`src/amc_pkg.sv`:
```
package amc_pkg;
  // all counts are stored as the cycle count minus one
  localparam int TA_W = 2;
  localparam int SETUP_W = 4;
  localparam int STROBE_W = 6;
  localparam int HOLD_W = 3;
  localparam int WAIT_W = 8;
  localparam int DATA_W = 16;
  localparam int BANKS = 2;
  localparam int BUF_DEPTH = 2;
  localparam int SYNC_STAGES = 3;
  localparam int CLK_PERIOD_NS = 20;
  localparam logic [3:0] WAIT_CHUNK_LAST = 4'hf;
  localparam logic [5:0] RELEASE_LAST = 6'h3;
  localparam logic [1:0] RST_CS_N = 2'h3;
  localparam logic RST_STROBE_N = 1'h1;

  typedef enum logic [2:0] {
    S_IDLE = 3'h0,
    S_SETUP = 3'h1,
    S_STROBE = 3'h2,
    S_WAIT = 3'h3,
    S_TAIL = 3'h4,
    S_HOLD = 3'h5,
    S_TURN = 3'h6
  } amc_state_e;

  typedef struct packed {
    logic [TA_W-1:0] ta;
    logic [SETUP_W-1:0] rs;
    logic [STROBE_W-1:0] rst;
    logic [HOLD_W-1:0] rh;
    logic [SETUP_W-1:0] ws;
    logic [STROBE_W-1:0] write_strobe_cycles;
    logic [HOLD_W-1:0] wh;
  } amc_cfg_s;
endpackage : amc_pkg

```
`src/amc_seq.sv`:
```
module amc_seq (
  input wire logic clk_i,
  input wire logic rst_n_i,
  input wire logic ce_i,
  input wire logic cfg_load_i,
  input wire logic cfg_bank_i,
  input wire logic [1:0] turnaround_cycles_i,
  input wire logic [3:0] read_setup_cycles_i,
  input wire logic [5:0] read_strobe_cycles_i,
  input wire logic [2:0] read_hold_cycles_i,
  input wire logic [3:0] write_setup_cycles_i,
  input wire logic [5:0] write_strobe_cycles_i,
  input wire logic [2:0] write_hold_cycles_i,
  input wire logic wait_cfg_load_i,
  input wire logic [7:0] max_wait_count_i,
  input wire logic extended_wait_mode_i,
  input wire logic select_strobe_i,
  input wire logic burst_mode_i,
  input wire logic req_valid_i,
  input wire logic req_write_i,
  input wire logic req_bank_i,
  input wire logic [15:0] req_wdata_i,
  output logic req_ready_o,
  input wire logic rd_ready_i,
  output logic rd_valid_o,
  output logic [15:0] rd_data_o,
  input wire logic ext_wait_in_i,
  input wire logic [15:0] memory_data_bus_i,
  output logic [15:0] memory_data_bus_o,
  output logic memory_data_bus_oe_n_o,
  output logic [1:0] chip_select_n_o,
  output logic output_enable_n_o,
  output logic write_enable_n_o,
  output logic burst_clock_o,
  output logic [7:0] inserted_wait_count_o,
  output logic timeout_o,
  output logic capture_o
);
  typedef struct packed {
    amc_pkg::amc_state_e state;
    logic [5:0] cnt;
    logic [3:0] sub;
    logic [7:0] wcnt;
    logic [7:0] max_wait_count;
    amc_pkg::amc_cfg_s [1:0] cfg;
    logic wr;
    logic bank;
    logic bm;
    logic ss;
    logic ew;
    logic [1:0] cs_n;
    logic oe_n;
    logic we_n;
    logic doe_n;
    logic [15:0] dout;
    logic bclk;
    logic rdy;
    logic cap;
    logic to;
    logic [2:0] w;
    logic wv;
    logic [15:0] d0;
    logic [15:0] d1;
    logic [15:0] d2;
    logic [1:0][15:0] bufd;
    logic [1:0] bcnt;
    logic rv;
  } amc_st_s;

  amc_st_s st;
  amc_st_s next_st;
  amc_pkg::amc_cfg_s c;
  logic pop;
  logic push;
  logic fin;
  logic [1:0] cnt_b;

  always_comb begin
    next_st = st;
    c = st.cfg[st.bank];
    next_st.cap = 1'h0;
    next_st.to = 1'h0;
    next_st.w = {st.w[1:0], ext_wait_in_i};
    // a wait level counts once the last two stages agree
    if (st.w[1] == st.w[2]) begin
      next_st.wv = st.w[2];
    end
    next_st.d0 = memory_data_bus_i;
    next_st.d1 = st.d0;
    next_st.d2 = st.d1;
    if (cfg_load_i) begin
      next_st.cfg[cfg_bank_i] = {turnaround_cycles_i, read_setup_cycles_i,
        read_strobe_cycles_i, read_hold_cycles_i, write_setup_cycles_i,
        write_strobe_cycles_i, write_hold_cycles_i};
    end
    if (wait_cfg_load_i) begin
      next_st.max_wait_count = max_wait_count_i;
    end
    pop = st.rv && rd_ready_i;
    cnt_b = pop ? st.bcnt - 2'h1 : st.bcnt;
    if (pop) begin
      next_st.bufd[0] = st.bufd[1];
    end
    push = 1'h0;
    fin = 1'h0;
    case (st.state)
      amc_pkg::S_IDLE: begin
        if (req_valid_i && st.rdy) begin
          next_st.bank = req_bank_i;
          next_st.wr = req_write_i;
          next_st.bm = burst_mode_i && !req_write_i;
          next_st.ss = select_strobe_i;
          next_st.ew = extended_wait_mode_i;
          next_st.dout = req_wdata_i;
          next_st.doe_n = !req_write_i;
          next_st.state = amc_pkg::S_SETUP;
          next_st.cnt = req_write_i ? {2'h0, st.cfg[req_bank_i].ws}
            : {2'h0, st.cfg[req_bank_i].rs};
          if (!select_strobe_i) begin
            next_st.cs_n[req_bank_i] = 1'h0;
          end
        end
      end
      amc_pkg::S_SETUP: begin
        if (st.cnt == 6'h0) begin
          next_st.state = amc_pkg::S_STROBE;
          next_st.cnt = st.wr ? c.write_strobe_cycles : c.rst;
          next_st.oe_n = st.wr;
          next_st.we_n = !st.wr;
          next_st.cs_n[st.bank] = 1'h0;
        end else begin
          next_st.cnt = st.cnt - 6'h1;
        end
      end
      amc_pkg::S_STROBE: begin
        // a full buffer holds the burst clock low instead of losing data
        if (!(st.bm && !st.bclk && cnt_b == 2'h2)) begin
          next_st.bclk = st.bm && !st.bclk;
          push = st.bm && !st.bclk;
          if (st.cnt != 6'h0) begin
            next_st.cnt = st.cnt - 6'h1;
          end else if (st.ew && st.wv && !st.bm) begin
            next_st.state = amc_pkg::S_WAIT;
            next_st.sub = amc_pkg::WAIT_CHUNK_LAST;
            next_st.wcnt = 8'h0;
          end else begin
            fin = 1'h1;
          end
        end
      end
      amc_pkg::S_WAIT: begin
        if (!st.wv) begin
          next_st.state = amc_pkg::S_TAIL;
          next_st.cnt = amc_pkg::RELEASE_LAST;
        end else if (st.sub != 4'h0) begin
          next_st.sub = st.sub - 4'h1;
        end else if (st.wcnt == st.max_wait_count) begin
          next_st.to = 1'h1;
          fin = 1'h1;
        end else begin
          next_st.wcnt = st.wcnt + 8'h1;
          next_st.sub = amc_pkg::WAIT_CHUNK_LAST;
        end
      end
      amc_pkg::S_TAIL: begin
        if (st.cnt == 6'h0) begin
          fin = 1'h1;
        end else begin
          next_st.cnt = st.cnt - 6'h1;
        end
      end
      amc_pkg::S_HOLD: begin
        if (st.cnt == 6'h0) begin
          next_st.state = amc_pkg::S_TURN;
          next_st.cnt = {4'h0, c.ta};
          next_st.cs_n = amc_pkg::RST_CS_N;
          next_st.doe_n = 1'h1;
        end else begin
          next_st.cnt = st.cnt - 6'h1;
        end
      end
      amc_pkg::S_TURN: begin
        if (st.cnt == 6'h0) begin
          next_st.state = amc_pkg::S_IDLE;
        end else begin
          next_st.cnt = st.cnt - 6'h1;
        end
      end
      default: begin
        next_st.state = amc_pkg::S_IDLE;
      end
    endcase
    if (fin) begin
      next_st.state = amc_pkg::S_HOLD;
      next_st.cnt = st.wr ? {3'h0, c.wh} : {3'h0, c.rh};
      next_st.oe_n = 1'h1;
      next_st.we_n = 1'h1;
      next_st.bclk = 1'h0;
      push = !st.wr && !st.bm;
      if (st.ss) begin
        next_st.cs_n = amc_pkg::RST_CS_N;
      end
    end
    if (push) begin
      next_st.bufd[cnt_b[0]] = st.d2;
      cnt_b = cnt_b + 2'h1;
    end
    next_st.cap = push;
    next_st.bcnt = cnt_b;
    next_st.rv = cnt_b != 2'h0;
    next_st.rdy = next_st.state == amc_pkg::S_IDLE && cnt_b == 2'h0;
  end

  // all phase counts advance on the peripheral clock only
  always_ff @(posedge clk_i) begin
    if (!rst_n_i) begin
      st <= '0;
      st.cs_n <= amc_pkg::RST_CS_N;
      st.oe_n <= amc_pkg::RST_STROBE_N;
      st.we_n <= amc_pkg::RST_STROBE_N;
      st.doe_n <= 1'h1;
    end else if (ce_i) begin
      st <= next_st;
    end
  end

  assign req_ready_o = st.rdy;
  assign rd_valid_o = st.rv;
  assign rd_data_o = st.bufd[0];
  assign memory_data_bus_o = st.dout;
  assign memory_data_bus_oe_n_o = st.doe_n;
  assign chip_select_n_o = st.cs_n;
  assign output_enable_n_o = st.oe_n;
  assign write_enable_n_o = st.we_n;
  assign burst_clock_o = st.bclk;
  assign inserted_wait_count_o = st.wcnt;
  assign timeout_o = st.to;
  assign capture_o = st.cap;

  property p_strobe_only;
    @(posedge clk_i) disable iff (!rst_n_i || !ce_i)
    (!st.oe_n || !st.we_n) |-> (st.state == amc_pkg::S_STROBE
      || st.state == amc_pkg::S_WAIT || st.state == amc_pkg::S_TAIL);
  endproperty
  a_strobe_only: assert property (p_strobe_only)
    else $error("strobe active outside strobe phase");

  property p_setup_cs;
    @(posedge clk_i) disable iff (!rst_n_i || !ce_i)
    (st.state == amc_pkg::S_SETUP && !st.ss) |->
      (st.cs_n != 2'h3 && st.oe_n && st.we_n);
  endproperty
  a_setup_cs: assert property (p_setup_cs)
    else $error("chip select missing in setup");

  property p_ss_align;
    @(posedge clk_i) disable iff (!rst_n_i || !ce_i)
    st.ss && st.state != amc_pkg::S_IDLE |->
      ((st.cs_n != 2'h3) == (!st.oe_n || !st.we_n));
  endproperty
  a_ss_align: assert property (p_ss_align)
    else $error("select strobe misaligned");

  property p_hold_cs;
    @(posedge clk_i) disable iff (!rst_n_i || !ce_i)
    (st.state == amc_pkg::S_HOLD && !st.ss) |->
      (st.cs_n != 2'h3 && st.oe_n);
  endproperty
  a_hold_cs: assert property (p_hold_cs)
    else $error("chip select dropped in hold");

  property p_hold_turn;
    @(posedge clk_i) disable iff (!rst_n_i || !ce_i)
    (st.state == amc_pkg::S_HOLD && st.cnt == 6'h0) ##1 ce_i |->
      st.state == amc_pkg::S_TURN && st.cnt == {4'h0, c.ta};
  endproperty
  a_hold_turn: assert property (p_hold_turn)
    else $error("turnaround not entered after hold");

  property p_wait_limit;
    @(posedge clk_i) disable iff (!rst_n_i || !ce_i)
    st.state == amc_pkg::S_WAIT |-> st.wcnt <= st.max_wait_count;
  endproperty
  a_wait_limit: assert property (p_wait_limit)
    else $error("wait count passed its maximum");

  property p_oe_capture;
    @(posedge clk_i) disable iff (!rst_n_i || !ce_i)
    $rose(st.oe_n) && !st.bm |-> st.cap && st.rv;
  endproperty
  a_oe_capture: assert property (p_oe_capture)
    else $error("read data not captured at strobe end");

  property p_release;
    @(posedge clk_i) disable iff (!rst_n_i || !ce_i)
    (st.state == amc_pkg::S_WAIT && !st.wv) ##1 ce_i [*4] |=>
      st.state == amc_pkg::S_HOLD && st.oe_n;
  endproperty
  a_release: assert property (p_release)
    else $error("strobe not ended four cycles after wait");

  property p_burst_half;
    @(posedge clk_i) disable iff (!rst_n_i || !ce_i)
    $rose(st.bclk) |-> st.cap ##1 (!st.bclk || !ce_i);
  endproperty
  a_burst_half: assert property (p_burst_half)
    else $error("burst clock high longer than one cycle");
endmodule : amc_seq

```
`config.mk`:
```
export PLATFORM = sky130hd
export DESIGN_NAME = amc_seq
export DESIGN_NICKNAME = d
export VERILOG_FILES = /design/src/amc_pkg.sv /design/src/amc_seq.sv
export SDC_FILE = /design/constraint.sdc
export NUM_CORES = 1
export LEC_CHECK = 0
export BUFFER_PORTS_ARGS = -buffer_cell sky130_fd_sc_hd__clkbuf_2
export CORE_UTILIZATION = 55
export DETAILED_ROUTE_END_ITERATION = 7
export PLACE_DENSITY = 0.77
export RECOVER_POWER = 100
export REMOVE_ABC_BUFFERS = 1
export SLEW_MARGIN = 15
export SYNTH_ARGS = -nofsm -noshare
export SYNTH_HDL_FRONTEND = slang
export SYNTH_SLANG_ARGS = --single-unit
```
`constraint.sdc`:
```
create_clock -name clk_i -period 4.8 [get_ports clk_i]
set_input_delay 0.72 -clock clk_i [delete_from_list [all_inputs] [get_ports clk_i]]
set_output_delay 0.72 -clock clk_i [all_outputs]
set_load 0.01 [all_outputs]
```
==> results of run 1 <==
[flip-flops by register name, indices dropped and copies added (netlist names)]
name / cells
chip_select_n_o: 2
next_st: 34
memory_data_bus_oe_n_o: 1
output_enable_n_o: 1
burst_clock_o: 1
st: 118
capture_o: 1
req_ready_o: 1
inserted_wait_count_o: 8
memory_data_bus_o: 16
rd_valid_o: 1
write_enable_n_o: 1
timeout_o: 1
rd_data_o: 16
[metrics by stage]
step	utilization [%]	hold slack [ps]	std cells
final	62.0	424	1351
after detailed placement	58.3	447	1315
after global placement	58.3	440	1315
after CTS	62.6	422	1351
after global routing	62.0	429	1351
after floorplan	-	432	957
[power by group through the flow]
stage	logic, µW	registers [µW]	clock network (µW)
final	502	1810	1630
after detailed placement	505	1840	0
after global placement	495	1840	0
after CTS	509	1810	1650
after floorplan	319	1840	0
after global routing	555	1820	1720
[cells in the mapped netlist (3+ instances only)]
cell and instances:
dfxtp_1 202, nand2_1 193, nor2_1 122, a21oi_1 109
mux2i_1 73, clkbuf_1 58, buf_4 43, o21ai_0 32
nand3b_1 23, nand3_1 17, o2111a_1 16, xnor2_1 15
mux4_2 12, inv_1 10, a211oi_1 9, nand4_1 9
nor3_1 9, a31oi_1 7, and3_1 6, buf_6 5
ha_1 5, nor2b_1 5, buf_2 4, nand2b_1 4
o211ai_1 4, a21o_1 3, o21a_1 3, o31a_1 3
or2_2 3, xor2_1 3
[final timing paths]
kind / from / end
max: st[193] / req_ready_o
min: req_wdata_i[13] / memory_data_bus_o[13]
max reg2reg: st[193] / req_ready_o
min reg2reg: st[137] / st[137]
[layout make-up]
| cell class | count | area [µm²] | area share [%] |
|---|---|---|---|
| inverters | 11 | 43.8 | 0.429 |
| well taps | 220 | 275 | 2.70 |
| flip-flops and latches | 202 | 4040 | 39.6 |
| clock inverters | 6 | 73.8 | 0.723 |
| multi-input cells | 744 | 4490 | 44.0 |
| clock buffers | 30 | 631 | 6.18 |
| repair buffers | 138 | 646 | 6.33 |
[worst max-delay path, delay by kind of cell, from the launching register on]
kind                     cells  cell delay, ps
AO/OA/AOI/OAI                2             820
adder cells (fa/ha/maj)      1             240
buffers and inverters        1             100
flip-flops                   1             340
multiplexers                 1             230
AND/OR/NAND/NOR              3            1950
[logic make-up (layout without fill, tap and decap cells)]
logic type                 after synthesis  count (layout)  synth area share, %
AOI/OAI and AO/OA                      217             217                 14.9
xor gates and xnor gates                18              18                 1.71
adders and majority gates                5               5                0.677
buffers and inverters                  126             185                 7.42
DFF                                    202             202                 43.8
muxes                                   87              87                 11.1
and+or+nand+nor                        417             417                 20.4
[routing by layer]
layer / track usage [%] / up-vias
li1: - / 3767
met1: 32.4 / 3558
met2: 38.5 / 229
met3: 4.67 / 34
met4: 5.43 / 0
met5: 0 / -
==> flow_summary.ini, run 1 <==
[worst_hold_path]
holdPathStages = 3
hold_path.class = in2reg

[grt]
grt_max_degree = 140
grtUsageTotal_pct = 23.7
grt_first_pass_wirelength_um = 34500
antenna_found_initial = 0
grt_pass1_vias = 7109
grt_overflow_total = 0

[final_layout]
final_common_cell = dfxtp_1
fillers = 1461
drive_gt1_share_pct = 13.1
n_antenna_cell = 0
fin_nets = 1206
fin_area_mm2 = 0.0102
final_cell_mix = dfxtp_1, nand2_1, nor2_1
syn_to_final_growth_pct = 10.5

[sta]
maxSlewHeadroom_pct = -81.0
min_period_ps = 3810
finalSetupViolCount = 0
skew_ps = 28.4
tightestPinTransition_ps = 2720
grt_setup_unrepaired = false
hold_violations = 0
post-route-period-util_pct = 79.4
fin_setup_tns_ps = 0
slew_viol_final = 169
fin_ws_ps = 991
max_freq_mhz = 263

[clocking]
postCtsSetupBuffers = 0
cts_htree_levels = 1
cts-root-buf = clkbuf_16
post_cts_resized = 0
numCtsBuffers = 22
clk_pin_slew_worst_paths_ps = 60
cts_num_sinks = 202
clock_latency_ps = 510
tritoncts = yes
ctsHoldBuffers = 0
cts_max_path_buffers = 3

[die]
die-area_mm2 = 0.0173
die_y_um = 132
fp-row-count = 47
core_area_mm2 = 0.0165
start_util_pct = 56.1
die_w_um = 132
io_pins = 132

[pwr]
clock_power_share_pct = 41.4
ir_drop_v = 0.000309
p_seq_share_pct = 45.9
p_comb_share_pct = 12.8
p_sw_uw = 1020
cellPowerDensity_mw_per_mm2 = 386
p_int_uw = 2920
switching_share_pct = 26.0
leakage_uw = 0.00391
fin_total_pwr_uw = 3940

[route]
wl_met3_um = 1260
vias = 7588
postRouteAntennaNets = 0
met2_length_um = 9560
drcViolationCount = 0
wl_per_cell_um = 15.4
drt-total-wl_um = 20800
routed_via_density = 5.62
top_layer = met4
first_pass_iters = 5
wl_met1_um = 9550
drtIter0Drc = 555

[place]
place_congestion = 0.935
portBuffers = 131
post-place-ws_ps = 1480
postPlaceCellArea_mm2 = 0.00960
dp_hpwl_um = 13500

[yosys]
synth.cell_area_mm2 = 0.00924
synth_top_area_share_pct = 43.8
synth_cell_types = 78
synth_area_leaders = dfxtp_1, mux2i_1, nand2_1
yosysWarnings = 0
synthArstFlopShare_pct = 0
yosys.area.top_type = dfxtp_1
synth_edf_count = 0
syn_area_per_cell_um2 = 8.62
synth_seq_cells = 202
synthCells = 1072
ys.flop_type = dfxtp_1
seq_area_frac_synth_pct = 43.8

[critical_path]
critPathRequiredTime_ps = 5170
cp-start-kind = register
path_cells = inv_1 > ha_1 > nor4b_1 > or2b_2 > o21ai_0 > and3_1 > mux2i_1 > a32o_1
reg2reg_depth = 8
critPathCaptureType = register
crit_fanout = 22
worstSetupPathType = reg2reg
worst_path_max_delay_cell = nor4b_1
max_stage_delay_ps = 770
reg2reg_slack_ps = 990
worst_ep_arrival_time_ps = 4180

[status]
failed_checks = capacitance limit, slew limit
status = finished, violations left

[flow_run]
cap_violations = 2
Power figures use the tool's default switching activity.
==> run 2: changes to the inputs <==
clock period = 3.75 ns   (was 4.8 ns; I/O delays follow)
==> run 2 against run 1 <==
  * The run still ends with capacitance limit, slew limit left
  * Non-clock buffer count grew 8
  * Sequential share of layout area is essentially flat
  * Largest cell class unchanged
  * Flip-flop and latch count is the same
  * Sequential power grew 27%
  * Via count grew 0.72%
  * Final cell count grew 0.67%
  * Worst hold slack lost 160 ps
  * First-iteration DRC count shrank 19%
  * Combinational power grew 30%
  * Design area grew 0.11%
  * Highest routed layer unchanged
  * Core utilization grew 0.068 points
  * Clock skew grew 3.3 ps
==> flow_summary.ini, run 2 (synthesis results as in run 1) <==
[grt]
grt_max_degree = 132
grt_first_pass_wirelength_um = 34100
grt_pass1_vias = 7103
grt_overflow_total = 0
grtUsageTotal_pct = 23.5
antenna_found_initial = 0

[critical_path]
crit_end = st[28]
critPathRequiredTime_ps = 4020
cp-start-kind = register
reg2reg_slack_ps = 610
worst_ep_arrival_time_ps = 3410
reg2reg_depth = 10
timing.rr.start = rd_valid_o
worstSetupPathType = reg2reg
startpoint = rd_valid_o
critPathCaptureType = register
r2r-end = st[28]
crit_fanout = 16

[route]
vias = 7643
drcViolationCount = 0
postRouteAntennaNets = 0
drt-total-wl_um = 20500
routed_via_density = 5.62
wl_per_cell_um = 15.1
drtIter0Drc = 450
first_pass_iters = 6

[final_layout]
n_antenna_cell = 0
fin_nets = 1213
fin_area_mm2 = 0.0102
syn_to_final_growth_pct = 10.6
final_common_cell = dfxtp_1
largest_register_ffs = 118
fillers = 1486
regMostFlops = st
final_cell_mix = dfxtp_1, nand2_1, nor2_1
drive_gt1_share_pct = 13.6

[sta]
max_freq_mhz = 319
skew_ps = 31.7
grt_setup_unrepaired = false
maxSlewHeadroom_pct = -69.1
min_period_ps = 3140
post-route-period-util_pct = 83.7
tightestPinTransition_ps = 2540
hold_violations = 0
finalSetupViolCount = 0
timing.hold.ws_ps = 267
slew_viol_final = 161
fin_setup_tns_ps = 0

[place]
dp_hpwl_um = 13300
portBuffers = 131
postPlaceCellArea_mm2 = 0.00966
place_congestion = 0.969

[clocking]
postCtsSetupBuffers = 0
clock_latency_ps = 510
tritoncts = yes
numCtsBuffers = 21
post_cts_resized = 0
cts_num_sinks = 202
clk_pin_slew_worst_paths_ps = 60
cts-root-buf = clkbuf_16
ctsHoldBuffers = 0
cts_max_path_buffers = 3
cts_htree_levels = 1

[pwr]
p_comb_share_pct = 13.3
fin_total_pwr_uw = 4930
leakage_uw = 0.00392
p_seq_share_pct = 46.8
clock_power_share_pct = 40.0
cellPowerDensity_mw_per_mm2 = 482
p_int_uw = 3630
p_sw_uw = 1300
switching_share_pct = 26.4
ir_drop_v = 0.000327

[die]
start_util_pct = 56.1
core_area_mm2 = 0.0165
die-area_mm2 = 0.0173
die_y_um = 132
die_w_um = 132
fp-row-count = 47
io_pins = 132

[status]
status = finished, violations left
failed_checks = capacitance limit, slew limit

[worst_hold_path]
hold_path.class = in2reg

[flow_run]
cap_violations = 2
-- run 2: cell types whose count changed in the layout (fill, tap and decap cells not counted), sizes merged --
cell	previous run	this run
buf	7	13
clkbuf	161	160
clkinv	5	6
clkinvlp	0	3
-- run 2: layout make-up --
| cell class | count | area [µm²] | share of cell area (%) |
|---|---|---|---|
| clock buffer | 27 | 558 | 5.46 |
| clock inverter | 10 | 90.1 | 0.882 |
| inverter | 11 | 43.8 | 0.429 |
| multi-input combinational | 744 | 4510 | 44.1 |
| sequential | 202 | 4040 | 39.6 |
| tap | 220 | 275 | 2.69 |
| timing repair buffer | 146 | 699 | 6.85 |
-- run 2: per-layer routing --
layer / global-route usage (%) / up-vias / wire length (µm)
met4: 7.24 / 0 / 424
met5: 0 / - / 0
met3: 3.74 / 35 / 1300
met1: 32.7 / 3594 / 9460
met2: 37.2 / 236 / 9340
li1: - / 3778 / -
-- run 2: power by group through the flow --
stage | registers [µW] | logic, µW | clock network (µW)
2_1_floorplan | 2350 | 408 | 0
3_3_place_gp | 2350 | 648 | 0
3_5_place_dp | 2350 | 657 | 0
4_1_cts | 2300 | 662 | 2010
5_1_grt | 2310 | 725 | 2080
6_report | 2300 | 654 | 1970
-- run 2: worst min-delay path by stage --
stage	cells past startpoint	start	to
after floorplan	2	st[133]	st[133]
after global placement	2	st[133]	st[133]
after detailed placement	2	st[144]	st[144]
after CTS	3	req_wdata_i[1]	memory_data_bus_o[1]
after global routing	3	req_wdata_i[12]	memory_data_bus_o[12]
final	3	req_wdata_i[1]	memory_data_bus_o[1]
-- run 2: through the flow --
step                      std cells  utilization, %  setup slack, ps
after floorplan                 957               -              185
after global placement         1323            58.6              721
after detailed placement       1323            58.6              577
after CTS                      1360            62.6              794
after global routing           1360            62.1              345
final                          1360            62.1              613
-- run 2: worst max-delay path, cell delays in order (launching register included) --
cell and delay, ps:
dfxtp_1 380, nand2_1 150, xnor2_1 280, inv_1 150, ha_1 270, nor4b_2 370, o21ai_1 240, a311oi_4 250
clkbuf_2 510, mux2i_1 250, nor2_1 60
